[src/design/esfr_pkg.sv]
// Shared codes, field positions and carriers of the event status and readout block
package esfr_pkg;
  // Event flag positions inside status and enable mask
  localparam int unsigned BIT_OPC = 0;
  localparam int unsigned BIT_QRE = 2;
  localparam int unsigned BIT_EXE = 4;
  localparam int unsigned BIT_CME = 5;
  // Only these bits are implemented, the rest read as zero
  localparam logic [7:0] FLAG_MASK = 8'h35;
  localparam logic [7:0] STATUS_RESET = 8'h00;
  localparam logic [7:0] ENABLE_RESET = 8'h00;
  // Decimal text helpers
  localparam logic [7:0] ASCII_ZERO = 8'h30;
  localparam logic [7:0] DEC_HUNDRED = 8'h64;
  localparam logic [7:0] DEC_TEN = 8'h0a;
  // Function codes that address the harmonic buffer
  localparam logic [4:0] FUNC_VOLT_HARM = 5'h0e;
  localparam logic [4:0] FUNC_CURR_HARM = 5'h0f;

  // Decoded host operations
  typedef enum logic [2:0] {
    OP_SET_ENABLE, OP_QUERY_ENABLE, OP_QUERY_STATUS, OP_FUNCTION_QUERY, OP_HARMONIC_SELECT
  } esfr_op_e;

  // Measurement channels
  typedef enum logic [2:0] {
    CH_ONE, CH_TWO, CH_THREE, CH_NEUTRAL, CH_SUM
  } esfr_chan_e;

  // One decoded command from the text parser
  typedef struct packed {
    esfr_op_e   op;
    logic [7:0] arg;
    esfr_chan_e chan;
    logic [4:0] func;
  } esfr_cmd_s;

  // One reply: integer in decimal text, or an exponent-format float word
  typedef struct packed {
    logic        is_float;
    logic [7:0]  value;
    logic [23:0] text;
    logic [1:0]  ndigits;
    logic [31:0] fdata;
  } esfr_resp_s;

  // Selection sent to the measurement store
  typedef struct packed {
    esfr_chan_e chan;
    logic [4:0] func;
    logic [7:0] harm_order;
    logic       percent;
  } esfr_sel_s;
endpackage

[src/design/esfr_top.sv]
// Event status registers, serial poll summary and function data readout
`timescale 1ns/1ps
`default_nettype none

// Functional notes
// - Enable mask query replies mask in decimal
// - Status query replies value zero to 53
// - Four flags: complete, query, execution, command
// - Summary bit set when status AND mask
// - Status register cleared after its query
// - Function query returns selected float value
// - New data flag, polled when enabled
// - First harmonic read after change is stale
// - Harmonic percent or absolute per configuration
module esfr_top (
  input  wire logic               clk_sys,        // System clock, 100 MHz
  input  wire logic               reset,          // Synchronous, active high
  input  wire logic               cmd_valid,      // Pulse: one decoded command
  input  wire esfr_pkg::esfr_cmd_s cmd,           // Command fields
  input  wire logic               evt_opc,        // Pulse: operation complete
  input  wire logic               evt_qre,        // Pulse: unterminated query error
  input  wire logic               evt_exe,        // Pulse: execution error
  input  wire logic               evt_cme,        // Pulse: command error
  input  wire logic               meas_new,       // Pulse: fresh measurement set
  input  wire logic               data_enable,    // Serial poll enable for new data
  input  wire logic               cfg_percent,    // Harmonics as percentage
  input  wire logic [31:0]        meas_data,      // Word for last selection
  output logic                    resp_valid,     // Pulse: reply ready
  output esfr_pkg::esfr_resp_s    resp,           // Reply contents
  output logic                    sel_valid,      // Pulse: fetch request
  output esfr_pkg::esfr_sel_s     sel,            // Fetch selection
  output logic                    esb,            // Event summary bit
  output logic                    new_data_flag,  // Data status new data bit
  output logic                    data_srq        // New data seen by serial poll
);

  // Turn a byte into three ASCII digits, leading zeros suppressed
  function automatic logic [25:0] to_decimal(input logic [7:0] v);
    logic [7:0] h;
    logic [7:0] t;
    logic [7:0] o;
    h = v / esfr_pkg::DEC_HUNDRED;
    t = (v % esfr_pkg::DEC_HUNDRED) / esfr_pkg::DEC_TEN;
    o = v % esfr_pkg::DEC_TEN;
    if (h != 8'h00) begin
      to_decimal = {h + esfr_pkg::ASCII_ZERO, t + esfr_pkg::ASCII_ZERO,
                    o + esfr_pkg::ASCII_ZERO, 2'h3};
    end else if (t != 8'h00) begin
      to_decimal = {8'h00, t + esfr_pkg::ASCII_ZERO, o + esfr_pkg::ASCII_ZERO, 2'h2};
    end else begin
      to_decimal = {16'h0000, o + esfr_pkg::ASCII_ZERO, 2'h1};
    end
  endfunction

  // Harmonic codes are served through the stale buffer
  function automatic logic is_harmonic(input logic [4:0] f);
    is_harmonic = (f == esfr_pkg::FUNC_VOLT_HARM) || (f == esfr_pkg::FUNC_CURR_HARM);
  endfunction

  typedef enum logic [1:0] {ST_IDLE, ST_FETCH, ST_LOAD} esfr_state_e;

  esfr_state_e         state;          // Readout sequencer
  esfr_state_e         next_state;
  logic [7:0]          status;         // Standard event status
  logic [7:0]          next_status;
  logic [7:0]          enable;         // Standard event enable mask
  logic [7:0]          next_enable;
  logic [7:0]          harm_order;     // Selected harmonic order
  logic [7:0]          next_harm_order;
  logic [31:0]         harm_buf;       // Last harmonic word, lags one read
  logic [31:0]         next_harm_buf;
  logic                pend_harm;      // Fetch is for a harmonic code
  logic                next_pend_harm;
  logic                next_new_data;
  logic                next_esb;
  logic                next_resp_valid;
  esfr_pkg::esfr_resp_s next_resp;
  logic                next_sel_valid;
  esfr_pkg::esfr_sel_s  next_sel;
  logic [7:0]          evt_bits;       // Incoming events at their positions
  logic [25:0]         dec;            // Decimal text of the queried byte

  // Event and register next values; events set in the clearing cycle survive
  always_comb begin
    evt_bits = 8'h00;
    evt_bits[esfr_pkg::BIT_OPC] = evt_opc;
    evt_bits[esfr_pkg::BIT_QRE] = evt_qre;
    evt_bits[esfr_pkg::BIT_EXE] = evt_exe;
    evt_bits[esfr_pkg::BIT_CME] = evt_cme;
    next_status = status;
    next_enable = enable;
    next_harm_order = harm_order;
    if (cmd_valid && cmd.op == esfr_pkg::OP_QUERY_STATUS) begin
      next_status = 8'h00;
    end
    next_status = (next_status | evt_bits) & esfr_pkg::FLAG_MASK;
    if (cmd_valid && cmd.op == esfr_pkg::OP_SET_ENABLE) begin
      next_enable = cmd.arg & esfr_pkg::FLAG_MASK;
    end
    if (cmd_valid && cmd.op == esfr_pkg::OP_HARMONIC_SELECT) begin
      next_harm_order = cmd.arg;
    end
    next_esb = |(next_status & next_enable);
    // new data set wins over clear
    next_new_data = new_data_flag;
    if (cmd_valid && cmd.op == esfr_pkg::OP_FUNCTION_QUERY) begin
      next_new_data = 1'b0;
    end
    next_new_data = next_new_data | meas_new;
  end

  // Reply and fetch sequencing
  always_comb begin
    next_state = state;
    next_harm_buf = harm_buf;
    next_pend_harm = pend_harm;
    next_resp_valid = 1'b0;
    next_resp = resp;
    next_sel_valid = 1'b0;
    next_sel = sel;
    dec = to_decimal(status);
    case (state)
      ST_IDLE: begin
        if (cmd_valid) begin
          case (cmd.op)
            esfr_pkg::OP_QUERY_ENABLE: begin
              dec = to_decimal(enable);
              next_resp = '{1'b0, enable, dec[25:2], dec[1:0], 32'h0000_0000};
              next_resp_valid = 1'b1;
            end
            esfr_pkg::OP_QUERY_STATUS: begin
              next_resp = '{1'b0, status, dec[25:2], dec[1:0], 32'h0000_0000};
              next_resp_valid = 1'b1;
            end
            esfr_pkg::OP_FUNCTION_QUERY: begin
              next_sel = '{cmd.chan, cmd.func, harm_order, cfg_percent};
              next_sel_valid = 1'b1;
              next_pend_harm = is_harmonic(cmd.func);
              next_state = ST_FETCH;
            end
            default: begin
              // Writes need no reply
              next_state = ST_IDLE;
            end
          endcase
        end
      end
      ST_FETCH: begin
        // Store answers one cycle after the request
        next_state = ST_LOAD;
      end
      ST_LOAD: begin
        next_resp = '{1'b1, 8'h00, 24'h000000, 2'h0, meas_data};
        // harmonic reads return the previous word
        if (pend_harm) begin
          next_resp.fdata = harm_buf;
          next_harm_buf = meas_data;
        end
        next_resp_valid = 1'b1;
        next_state = ST_IDLE;
      end
      default: begin
        next_state = ST_IDLE;
      end
    endcase
  end

  // Register stage; commands arriving mid-fetch get no reply or fetch from the sequencer, but their register writes and clears still apply
  always_ff @(posedge clk_sys) begin
    if (reset) begin
      state <= ST_IDLE;
      status <= esfr_pkg::STATUS_RESET;
      enable <= esfr_pkg::ENABLE_RESET;
      harm_order <= 8'h00;
      harm_buf <= 32'h0000_0000;
      pend_harm <= 1'b0;
      esb <= 1'b0;
      new_data_flag <= 1'b0;
      data_srq <= 1'b0;
      resp_valid <= 1'b0;
      resp <= '0;
      sel_valid <= 1'b0;
      sel <= '0;
    end else begin
      state <= next_state;
      status <= next_status;
      enable <= next_enable;
      harm_order <= next_harm_order;
      harm_buf <= next_harm_buf;
      pend_harm <= next_pend_harm;
      esb <= next_esb;
      new_data_flag <= next_new_data;
      data_srq <= next_new_data & data_enable;
      resp_valid <= next_resp_valid;
      resp <= next_resp;
      sel_valid <= next_sel_valid;
      sel <= next_sel;
    end
  end
endmodule

`default_nettype wire

[config.mk]
export PLATFORM = sky130hd
export DESIGN_NAME = esfr_top
export DESIGN_NICKNAME = d
export VERILOG_FILES = /design/src/design/esfr_pkg.sv /design/src/design/esfr_top.sv
export SDC_FILE = /design/constraint.sdc
export NUM_CORES = 1
export LEC_CHECK = 0
export ABC_AREA = 0
export BUFFER_PORTS_ARGS = -buffer_cell sky130_fd_sc_hd__buf_2
export CAP_MARGIN = 20
export CORE_MARGIN = 2
export CORE_UTILIZATION = 45
export CTS_BUF_LIST = sky130_fd_sc_hd__clkbuf_16
export CTS_CLUSTER_SIZE = 40
export DETAILED_ROUTE_END_ITERATION = 6
export GPL_ROUTABILITY_DRIVEN = 1
export MAX_ROUTING_LAYER = met4
export PLACE_DENSITY = 0.73
export REMOVE_ABC_BUFFERS = 1
export SYNTH_ARGS = -nofsm -noshare
export SYNTH_HDL_FRONTEND = slang
export SYNTH_SLANG_ARGS = --single-unit
[constraint.sdc]
create_clock -name clk_sys -period 2.47 [get_ports clk_sys]
set_input_delay 0.1235 -clock clk_sys [delete_from_list [all_inputs] [get_ports clk_sys]]
set_output_delay 0.1235 -clock clk_sys [all_outputs]
set_load 0.02 [all_outputs]
# Word-level counts from Yosys, hierarchy flattened
# Index checks and enable logic that the tools add are counted.
# totals
regBits	144
in_bits	61
output_inout_bits	89
wordCells	88
# classes
addsub	6
div	8
eq_ne	11
n_mux	18
bitwise	6
reduce_logical	19
# ops
op	count
$pmux 67 s2	2
$mux 67	1
$mux 26	2
$add 8x6->8 const B	6
$mux 18	2
$mux 32	1
$reduce_bool 8->1	4
$div 8x4->8 const B	2
$div 8x7->8 const B	2
$mod 8x4->8 const B	2
$mod 8x7->8 const B	2
$eq 5x4->1 const B	2
$and 6x8->8	1
$mux 8	1
$pmux 2 s2	2
$reduce_or 8->1	1
$eq 3x2->1 const B	2
$mux 6	1
$or 6x6->6	1
$reduce_and 3->1	2
$logic_and 1x1->1	4
$mux 1	4
$ne 2x2->1 const B	2
$reduce_and 2->1	2
16 further kinds	17

# Longest topological paths before layout
# Gate-level depths: netlist of run 1.
# logic_depth
depth_word	8
mapped_depth	13
mapped_depth_nobuf	12

# Least setup slack after synthesis of run 1
# OpenSTA, ideal clock, no wires.
# synth_path
path_type	register -> register
from	reg status[4]
to	reg resp[40] (netlist name)
setup_time_ps	129
arrival_ps	2351
t_required_ps	2341
path_slack_ps	-9
path_stages_with_launch	14
path_buffers	1
synth_period_minus_slack_ps	2479
cell_sequence	dfxtp_1 -> buf_6 -> and2_4 -> inv_1 -> ha_1 -> and4bb_4 -> o211a_4 -> a21oi_2 -> mux2_1 -> a22oi_1 -> ha_1 -> nor2_1 -> o211ai_1 -> o211ai_1
# synth_between
elab_chain_cells	7
elab_cells_between_ends	9
classes_between	add/sub: 1; div: 2; mux: 5; reduce/logical: 1
# synth_rtl
item	line	source
from (decl)	esfr_top.sv:64	logic [7:0] status;
from (signal assigned)	esfr_top.sv:172	status <= esfr_pkg::STATUS_RESET;
from (signal assigned)	esfr_top.sv:186	status <= next_status;
$mod 8x4->8	esfr_top.sv:44	o = v % esfr_pkg::DEC_TEN;
$add 8x6->8	esfr_top.sv:47, esfr_top.sv:49, esfr_top.sv:51	
$mux 18	esfr_top.sv:48	end else if (t != 8'h00) begin
$mux 26 (*)	esfr_top.sv:45	if (h != 8'h00) begin
$pmux 67 s2 (*)	esfr_top.sv:125	case (cmd.op)
$mux 67 (*)	esfr_top.sv:124	if (cmd_valid) begin
$pmux 67 s2 (*)	esfr_top.sv:122	case (state)
to (signal assigned)	esfr_top.sv:195	resp <= next_resp;
to (decl)	esfr_top.sv:29	output esfr_pkg::esfr_resp_s resp,
# Mark *: on every way between the ends. The rest lies on a longest branch, timed or not. The select of a mux whose other input is x is not followed.
# A chain may end at the register's enable or synchronous reset.

# Worst setup path after layout of run 1
# layout_path
from	reg status[4]
to	reg resp[39] (netlist name)
# Same word-level chain as after synthesis.

==> metrics.cfg, run 1 <==
[timing]
skew_ns=0.00445
relSlewSlack=0.450
maxSlewViolCount=0
setup_viol_count_final=0
setup_tns_ns=0
worst_pin_slew_ns=0.821
fin_crit_sh=0.945
final-hold-violation-count=0
clock.fmax_mhz=429
setup_slack_ns=0.137
rsz0062_at_grt=no
fin_crit_ns=2.33
timing.hold.ws_ns=0.160

[floorplan]
die_w_um=116
design.core.area_um2=12100
rows=40
start_util=0.463
ios=150
dieArea_um2=13400
die_h_um=116

[final_layout]
fin_area_um2=7440
nFillCells=1077
drive_gt1_frac=0.240
syn2layout_area_growth_pct=32.7
nNetsFinal=922
fin_cells=1036
layout_commonest_cell=buf_2
fin_util=0.614
n_antenna_cell=0
mostFrequentLayoutCells=133 x buf_2, 120 x nand2_1, 119 x dfxtp_1, 104 x nor2_1, 70 x a21oi_1

[clock_tree]
cts.clk_slew.worst_paths_ns=0.05
insertion_delay_ns=0.41
cts_buffers=17
cts_setup_buffers=0
cts_tree=built
clkSinkCount=122
clock_tree.buffer_depth=2
cts_root_buf=clkbuf_16
htreeDepth=4

[power]
ir_drop_mv=0.500
power_density_nw_per_um2=615
power.total_mw=4.58
power.leakage_nw=3.06

[logic_synthesis]
yosysWarnings=0
synth.avg_cell_area_um2=8.25
synth-edff-count=0
synth_area_um2=5610
syn_inst=680
yosysUniqueCellTypes=61
synth_async_sr_flop_share=0
ys_ff_latch=122
synth_sequential_area_ratio=0.436
synth_ff_type=dfxtp_1

[detailed_routing]
drc=0
vias_per_cell=5.11
routed.top_layer=met4
wl_met3_um=676
routed_wl_um=14500
vias=5292
drt.antenna.violating_nets=0
firstDrtPassIters=4
wl_met1_um=6470
wl_met2_um=6930
drt_iter0_markers=264
wl_per_cell_um=14.0

[placed_design]
place_congestion=0.903
dp_cells=950
dp_hpwl_um=9120
io_buffers=134
post-place-ws_ns=0.0120
placed_area_um2=6350

[setup_path]
crit_buf_inv=1
crit_type=register to register
crit_path_end_kind=register
critPathTopFamily=compound AO/OA/AOI/OAI gates
cpMostUsedCell=nor2_1
critPathRequiredTime_ns=2.82
arrival_ns=2.68
crit_slowest_cell=dfxtp_2
start_kind=register
max_stage_delay_ns=0.32
crit_chain=and2_4, inv_2, ha_4, and4bb_4, o211a_4, a21oi_4, mux2_4, a22oi_2, ha_2, nor2_1, a21oi_1, nor2_1
path_max_fanout=4

[global_routing]
grt_pass1_wl_um=23700
overflow=0
antenna_found_initial=0
grt_max_degree=65
track_usage=0.230
grt_pass1_vias=4957

[flow_run]
maxCapViolations=0

[hold_path]
hold_path.class=input port to register

[status]
outcome=complete, no violations

## synthesized netlist by cell type (6+ instances only)
| library cell | count | share of area |
|---|---|---|
| nor2b_1 | 9 | 0.010 |
| buf_2 | 15 | 0.013 |
| mux2i_1 | 47 | 0.084 |
| inv_1 | 6 | 0.0040 |
| nor2_1 | 104 | 0.070 |
| a21oi_1 | 70 | 0.062 |
| nand2_1 | 121 | 0.081 |
| o21ai_0 | 12 | 0.011 |
| clkbuf_1 | 27 | 0.018 |
| dfxtp_1 | 122 | 0.44 |
| a31oi_1 | 34 | 0.038 |
| buf_4 | 20 | 0.027 |
## worst paths after layout
check	startpoint	to	slack, ns	cells past startpoint
setup / recovery	status[4]	resp[39]	0.14	12
setup reg to reg	status[4]	resp[39]	0.14	12
hold / removal	reset	resp[37]	0.16	4
hold reg to reg	resp[42]	resp[42]	0.44	1
## cell families (layout without fill, tap and decap cells)
| kind of cell | count (synthesis) | in the layout | share of synthesized area |
|---|---|---|---|
| AO/OA/AOI/OAI | 153 | 153 | 0.171 |
| XOR/XNOR | 3 | 3 | 0.00469 |
| adder cells (fa/ha/maj) | 5 | 5 | 0.0112 |
| buffers and inverters | 75 | 249 | 0.0736 |
| flip-flops | 122 | 122 | 0.436 |
| multiplexers | 48 | 48 | 0.0859 |
| other | 1 | 15 | 0.000669 |
| AND/OR/NAND/NOR | 273 | 273 | 0.218 |
## cell type report
class / instances / area (µm²) / share of cell area
multi-input combinational: 497 / 2850 / 0.383
sequential: 122 / 2450 / 0.329
timing repair buffer: 211 / 1410 / 0.190
clock buffer: 17 / 425 / 0.0572
tap: 168 / 210 / 0.0282
clock inverter: 14 / 70.1 / 0.00942
inverter: 7 / 26.3 / 0.00353
## per-layer routing
layer,up-vias,GRT usage
li1,2638,-
met1,2468,0.284
met2,151,0.364
met3,35,0.0450
met4,0,0.106
met5,-,-
## state kept, by name (all words and copies together), names as in the netlist, 2 cells and up
name / flops
status: 4
resp: 49
state: 2
sel: 17
harm_buf: 32
harm_order: 8
enable: 4
## power breakdown
part / total [mW] / leakage, nW / switching [mW] / internal (mW)
Sequential: 2.01 / 0.987 / 0.0163 / 2.00
Combinational: 0.470 / 1.81 / 0.262 / 0.207
Clock: 2.09 / 0.256 / 0.856 / 1.24
## worst min-delay path, cell delays in order
cell and delay (ns):
buf_4 0.10, a21oi_1 0.13, nand2_1 0.10, o21ai_0 0.06
## repair_timing
item,4_1_cts,5_1_grt
setup endpoints to repair,1,2
pin swaps,0,1
resized for setup,3,8
hold buffers,55,0
hold endpoints to repair,56,0
cloned,0,0
No activity file was read; power rests on OpenSTA's default activity.
==> run 2, diff against run 1 <==
CTS_BUF_LIST = sky130_fd_sc_hd__clkbuf_4 sky130_fd_sc_hd__clkbuf_8   (was sky130_fd_sc_hd__clkbuf_16)
==> run 2 against run 1 <==
Flip-flop and latch count stayed put; register-to-register slack about the same; worst setup slack improved by 0.0016 ns; via count is 0.42% lower; fmax about the same; clock power is 24% lower; cell count did not move; count of clock-buffer cells in the layout rose by 7; largest power group is now sequential cells; critical path type unchanged; utilization down 1.2 points; non-clock buffer count unchanged; sequential share of layout area is 0.67 points higher; highest routed layer unchanged.
==> metrics.cfg, run 2 (synthesized netlist as in run 1, its figures left out) <==
[clock_tree]
cts_buffers=17  ; unchanged
clock_tree.buffer_depth=2  ; unchanged
cts_root_buf=clkbuf_8
cts_setup_buffers=0  ; unchanged
insertion_delay_ns=0.44  ; +0.03 ns
cts_tree=built
cts.clk_slew.worst_paths_ns=0.07  ; +0.02 ns
htreeDepth=4  ; unchanged
clkSinkCount=122  ; unchanged

[setup_path]
r2r_cells=12  ; unchanged
crit_buf_inv=1  ; unchanged
arrival_ns=2.70  ; +0.02 ns
crit_chain=and2_4, inv_2, ha_4, and4bb_4, o211a_4, a21oi_4, mux2_4, a22oi_2, ha_2, nor2_1, a21oi_1, nor2_1
r2r_slack_ns=0.14  ; about the same
critPathRequiredTime_ns=2.84  ; +0.02 ns
rr_endpoint=resp[39]
max_stage_delay_ns=0.32  ; about the same
reg2reg_from=status[4]
critPathTopFamily=compound AO/OA/AOI/OAI gates
cpMostUsedCell=nor2_1
crit_type=register to register
critical_path.startpoint=status[4]
path_max_fanout=4  ; unchanged
crit_slowest_cell=dfxtp_2
crit_path_end_kind=register
start_kind=register

[timing]
relSlewSlack=0.450  ; +0.000756
setup_tns_ns=0  ; unchanged
fin_crit_sh=0.944  ; about the same
worst_pin_slew_ns=0.820  ; -0.00113 ns
setup_slack_ns=0.139  ; +0.00160 ns
fin_crit_ns=2.33  ; -0.00160 ns
skew_ns=0.00965  ; +0.00520 ns
rsz0062_at_grt=no
setup_viol_count_final=0  ; unchanged
clock.fmax_mhz=429  ; about the same
final-hold-violation-count=0  ; unchanged
maxSlewViolCount=0  ; unchanged

[detailed_routing]
drt_iter0_markers=282  ; +6.8%
wl_per_cell_um=13.9  ; -0.62%
routed_wl_um=14400  ; -0.62%
vias_per_cell=5.09  ; -0.42%
firstDrtPassIters=4  ; unchanged
drt.antenna.violating_nets=0  ; unchanged
vias=5270  ; -0.42%
drc=0  ; unchanged

[placed_design]
placed_area_um2=6350  ; unchanged
post-place-ws_ns=0.0120  ; unchanged
dp_hpwl_um=9120  ; unchanged
io_buffers=134  ; unchanged
place_congestion=0.903  ; unchanged

[final_layout]
mostFrequentLayoutCells=133 x buf_2, 120 x nand2_1, 118 x dfxtp_1, 104 x nor2_1, 70 x a21oi_1
n_antenna_cell=0  ; unchanged
nFillCells=1085  ; +0.74%
multi_input_area_um2=2850  ; unchanged
top_regs=resp x49, harm_buf x32, sel x17
largest_reg_flops=49  ; unchanged
fin_area_um2=7300  ; -2.0%
top_register=resp
syn2layout_area_growth_pct=30.1
nNetsFinal=922  ; unchanged
layout_commonest_cell=buf_2
drive_gt1_frac=0.249  ; +0.00922
ff_latch_area_um2=2450  ; about the same

[floorplan]
ios=150  ; unchanged
start_util=0.463  ; unchanged
dieArea_um2=13400  ; unchanged
die_w_um=116  ; unchanged
die_h_um=116  ; unchanged
design.core.area_um2=12100  ; unchanged
rows=40  ; unchanged

[power]
pwr-share-seq=0.495  ; +0.055
power.net_switching_mw=1.05  ; -7.5%
combinationalPowerShare=0.116  ; +0.013
power_density_nw_per_um2=556  ; -9.6%
power.share.clock=0.389  ; -0.068
ir_drop_mv=0.408  ; -18%
power.leakage_nw=2.98  ; -2.4%
swShare=0.259  ; +0.0108
p_int_mw=3.01  ; -13%

[global_routing]
grt_pass1_vias=4883  ; -1.5%
grt_pass1_wl_um=23300  ; -1.7%
antenna_found_initial=0  ; unchanged
grt_max_degree=65  ; unchanged
track_usage=0.226  ; -0.00429
overflow=0  ; unchanged

[hold_path]
hold_path.class=input port to register
hp-start=reset
hold_end=resp[37]
worst_hold_path.num_cells=4  ; unchanged

[flow_run]
maxCapViolations=0  ; unchanged

[status]
outcome=complete, no violations

run 2: cell types whose count changed in the layout (fill, tap and decap cells not counted):
cell,delta
clkbuf_8,+20
dfxtp_2,+1
clkbuf_4,+4
clkinv_1,-3
clkbuf_16,-17
inv_1,-4
dfxtp_1,-1
run 2: how the worst max path moves through the flow:
| stage | slack, ns | cells after the start | to |
|---|---|---|---|
| floorplan | -0.11 | 3 | harm_buf[0] |
| global placement | 0.06 | 12 | resp[40] |
| detailed placement | 0.01 | 12 | resp[40] |
| CTS | 0.006 | 12 | resp[40] |
| global route | 0.005 | 11 | resp[39] |
| finish | 0.14 | 12 | resp[39] |
run 2: per-layer routing:
metal / GRT usage / wire length (µm)
met5: - / 0
met4: 0.0881 / 401
met3: 0.0523 / 622
met2: 0.358 / 6850
met1: 0.280 / 6570
run 2: cell type report:
cell class / count / share of cell area
Clock inverter: 7 / 0.00600
Sequential cell: 122 / 0.335
Multi-Input combinational cell: 497 / 0.390
Inverter: 7 / 0.00360
Timing Repair Buffer: 211 / 0.194
Tap cell: 168 / 0.0288
Clock buffer: 24 / 0.0418
run 2: per-stage QoR:
step,power [mW],util,hold slack [ns],cells
after global routing,4.25,0.602,0.178,1036
after detailed placement,2.44,0.524,0.329,950
after CTS,4.08,0.599,0.128,1036
after floorplan,2.26,-,0.193,626
final,4.06,0.602,0.139,1036
after global placement,2.44,0.524,0.324,950
run 2: power by group through the flow:
stage / sequential, mW / combinational (mW) / clock, mW
floorplan: 2.08 / 0.182 / 0
global placement: 2.05 / 0.386 / 0
detailed placement: 2.05 / 0.387 / 0
CTS: 2.01 / 0.455 / 1.62
global route: 2.01 / 0.515 / 1.72
finish: 2.01 / 0.470 / 1.58
run 2: repair_timing:
item                                   in CTS  in global routing
gates resized for setup                     0                 12
endpoints found under the hold margin      59                  0
setup endpoints to repair                   0                  2
hold buffers                               55                  0
run 2: worst min-delay path, cell delays in order:
cell     delay, ns
buf_4         0.11
a21oi_1       0.14
nand2_1       0.10
o21ai_0       0.06
==> run 3, diff against run 2 <==
CORE_UTILIZATION = 35   (was 45)
PLACE_DENSITY = default   (was 0.73)
==> run 3 against run 2 <==
Fmax decreased by 1.2%; clock skew increased by 0.0043 ns; sequential share of layout area decreased by 0.60 points; die area increased by 28%; register-to-register slack got worse by 0.03 ns; largest cell class unchanged; clock power increased by 12%; worst hold slack got worse by 0.080 ns; flip-flop and latch count unchanged; routed wire length increased by 7.9%; combinational power increased by 2%; cell count increased by 5.0%; utilization decreased by 13 points.
==> metrics.cfg, run 3 (synthesized netlist as in run 1, its figures left out) <==
[global_routing]
grt_max_degree=65  ; unchanged
grt_pass1_vias=5032  ; +3.1%
track_usage=0.191  ; -0.0348
overflow=0  ; unchanged
grt_pass1_wl_um=24800  ; +6.4%
antenna_found_initial=0  ; unchanged

[final_layout]
fin_util=0.471  ; -0.131
top_regs=resp x49, harm_buf x32, sel x17
syn2layout_area_growth_pct=32.5
fin_cells=1088  ; +5.0%
top_register=resp
nNetsFinal=927  ; +0.54%
drive_gt1_frac=0.252  ; +0.00345
largest_reg_flops=49  ; unchanged
layout_commonest_cell=buf_2
n_antenna_cell=0  ; unchanged
mostFrequentLayoutCells=133 x buf_2, 120 x nand2_1, 118 x dfxtp_1, 103 x nor2_1, 70 x a21oi_1

[setup_path]
start_kind=register
crit_slowest_cell=dfxtp_2
critPathRequiredTime_ns=2.84  ; about the same
r2r_slack_ns=0.11  ; -0.03 ns
arrival_ns=2.73  ; +0.03 ns
critical_path.startpoint=status[5]
r2r_cells=12  ; unchanged
rr_endpoint=resp[39]
max_stage_delay_ns=0.33  ; about the same
reg2reg_from=status[5]
path_max_fanout=4  ; unchanged
crit_path_end_kind=register
crit_type=register to register
crit_chain=and2_4, inv_2, ha_4, and4bb_4, o211a_4, a21oi_4, mux2_4, a22oi_2, ha_2, nor2_2, a21oi_1, nor2_1

[hold_path]
hold_path.class=input port to register
hp-start=reset
hold_end=harm_order[0]
worst_hold_path.num_cells=2  ; -2

[detailed_routing]
vias=5273  ; +0.057%
drt.antenna.violating_nets=0  ; unchanged
drc=0  ; unchanged
routed_wl_um=15600  ; +7.9%
vias_per_cell=4.85  ; -4.7%
drt_iter0_markers=257  ; -8.9%
firstDrtPassIters=4  ; unchanged
wl_per_cell_um=14.3  ; +2.8%

[floorplan]
die_h_um=131  ; +13%
die_w_um=131  ; +13%
dieArea_um2=17100  ; +28%
start_util=0.356  ; -0.107
rows=46  ; +15%
design.core.area_um2=15800  ; +30%
ios=150  ; unchanged

[clock_tree]
clkSinkCount=122  ; unchanged
cts_root_buf=clkbuf_8
htreeDepth=4  ; unchanged
insertion_delay_ns=0.44  ; about the same
cts_tree=built
cts.clk_slew.worst_paths_ns=0.07  ; about the same
cts_setup_buffers=0  ; unchanged
clock_tree.buffer_depth=2  ; unchanged
cts_buffers=17  ; unchanged

[flow_run]
maxCapViolations=0  ; unchanged

[timing]
maxSlewViolCount=0  ; unchanged
skew_ns=0.0140  ; +0.00434 ns
rsz0062_at_grt=no
worst_pin_slew_ns=0.769  ; -0.0506 ns
final-hold-violation-count=0  ; unchanged
clock.fmax_mhz=424  ; -1.2%
setup_viol_count_final=0  ; unchanged
timing.hold.ws_ns=0.0585  ; -0.0802 ns
setup_tns_ns=0  ; unchanged
fin_crit_ns=2.36  ; +0.0274 ns
relSlewSlack=0.487  ; +0.0367
setup_slack_ns=0.111  ; -0.0274 ns
fin_crit_sh=0.955  ; +0.0111

[status]
outcome=complete, no violations

[power]
power_density_nw_per_um2=573  ; +3.1%
ir_drop_mv=0.300  ; -26%
power.leakage_nw=3.02  ; +1.3%

[placed_design]
dp_cells=1003  ; +5.6%
place_congestion=0.821  ; -9.1%
dp_hpwl_um=9860  ; +8.1%
io_buffers=134  ; unchanged
post-place-ws_ns=-0.0205  ; -0.0324 ns

## run 3: cell types whose count changed in the layout (fill, tap and decap cells not counted), sizes merged
cell / before / now
buf: 156 / 161
clkbuf: 24 / 23
clkinv: 5 / 3
bufinv: 0 / 2
## run 3: worst max-delay path by stage
stage	slack, ns	endpoint
finish	0.11	resp[39]
CTS	0.009	resp[39]
global placement	0.05	resp[40]
detailed placement	-0.02	resp[40]
floorplan	-0.11	harm_buf[0]
global route	0.02	resp[39]
## run 3: power by group
part           leakage (nW)  total (mW)  internal [mW]  switching, mW
clock                 0.196        1.77          0.981          0.787
combinational          1.84       0.481          0.213          0.268
sequential            0.987        2.01           1.99         0.0169
## run 3: critical path: cells and delay by family (launching register included)
family | cells | cell delay [ns]
compound gates | 4 | 0.62
simple gates | 4 | 0.54
fa+ha+maj | 2 | 0.46
flops | 1 | 0.33
mux | 1 | 0.32
buf+inv | 1 | 0.05
## run 3: repair_timing
action,in CTS,in global routing
endpoints found under the setup margin,2,2
pin swaps,0,0
hold buffers,55,0
hold endpoints to repair,59,0
gates resized for setup,3,9
## run 3: per-stage QoR
step | total power [mW] | cell area, µm²
2_1_floorplan | 2.26 | 5270
3_3_place_gp | 2.45 | 6450
3_5_place_dp | 2.45 | 6450
4_1_cts | 4.29 | 7390
5_1_grt | 4.45 | 7430
6_report | 4.26 | 7430
## run 3: routing by layer
layer | track usage | wire length, µm | vias up
met5 | - | 0 | -
met4 | 0.0613 | 242 | 0
met3 | 0.0428 | 686 | 22
met2 | 0.303 | 7300 | 154
met1 | 0.242 | 7350 | 2445
li1 | - | - | 2652
## run 3: final cells by class
type / instances / area (µm²)
Fill cell: 1595 / 8340
Multi-Input combinational cell: 497 / 2850
Sequential cell: 122 / 2450
Timing Repair Buffer: 216 / 1450
Clock buffer: 23 / 292
Tap cell: 216 / 270
Clock inverter: 7 / 93.8
Inverter: 7 / 26.3
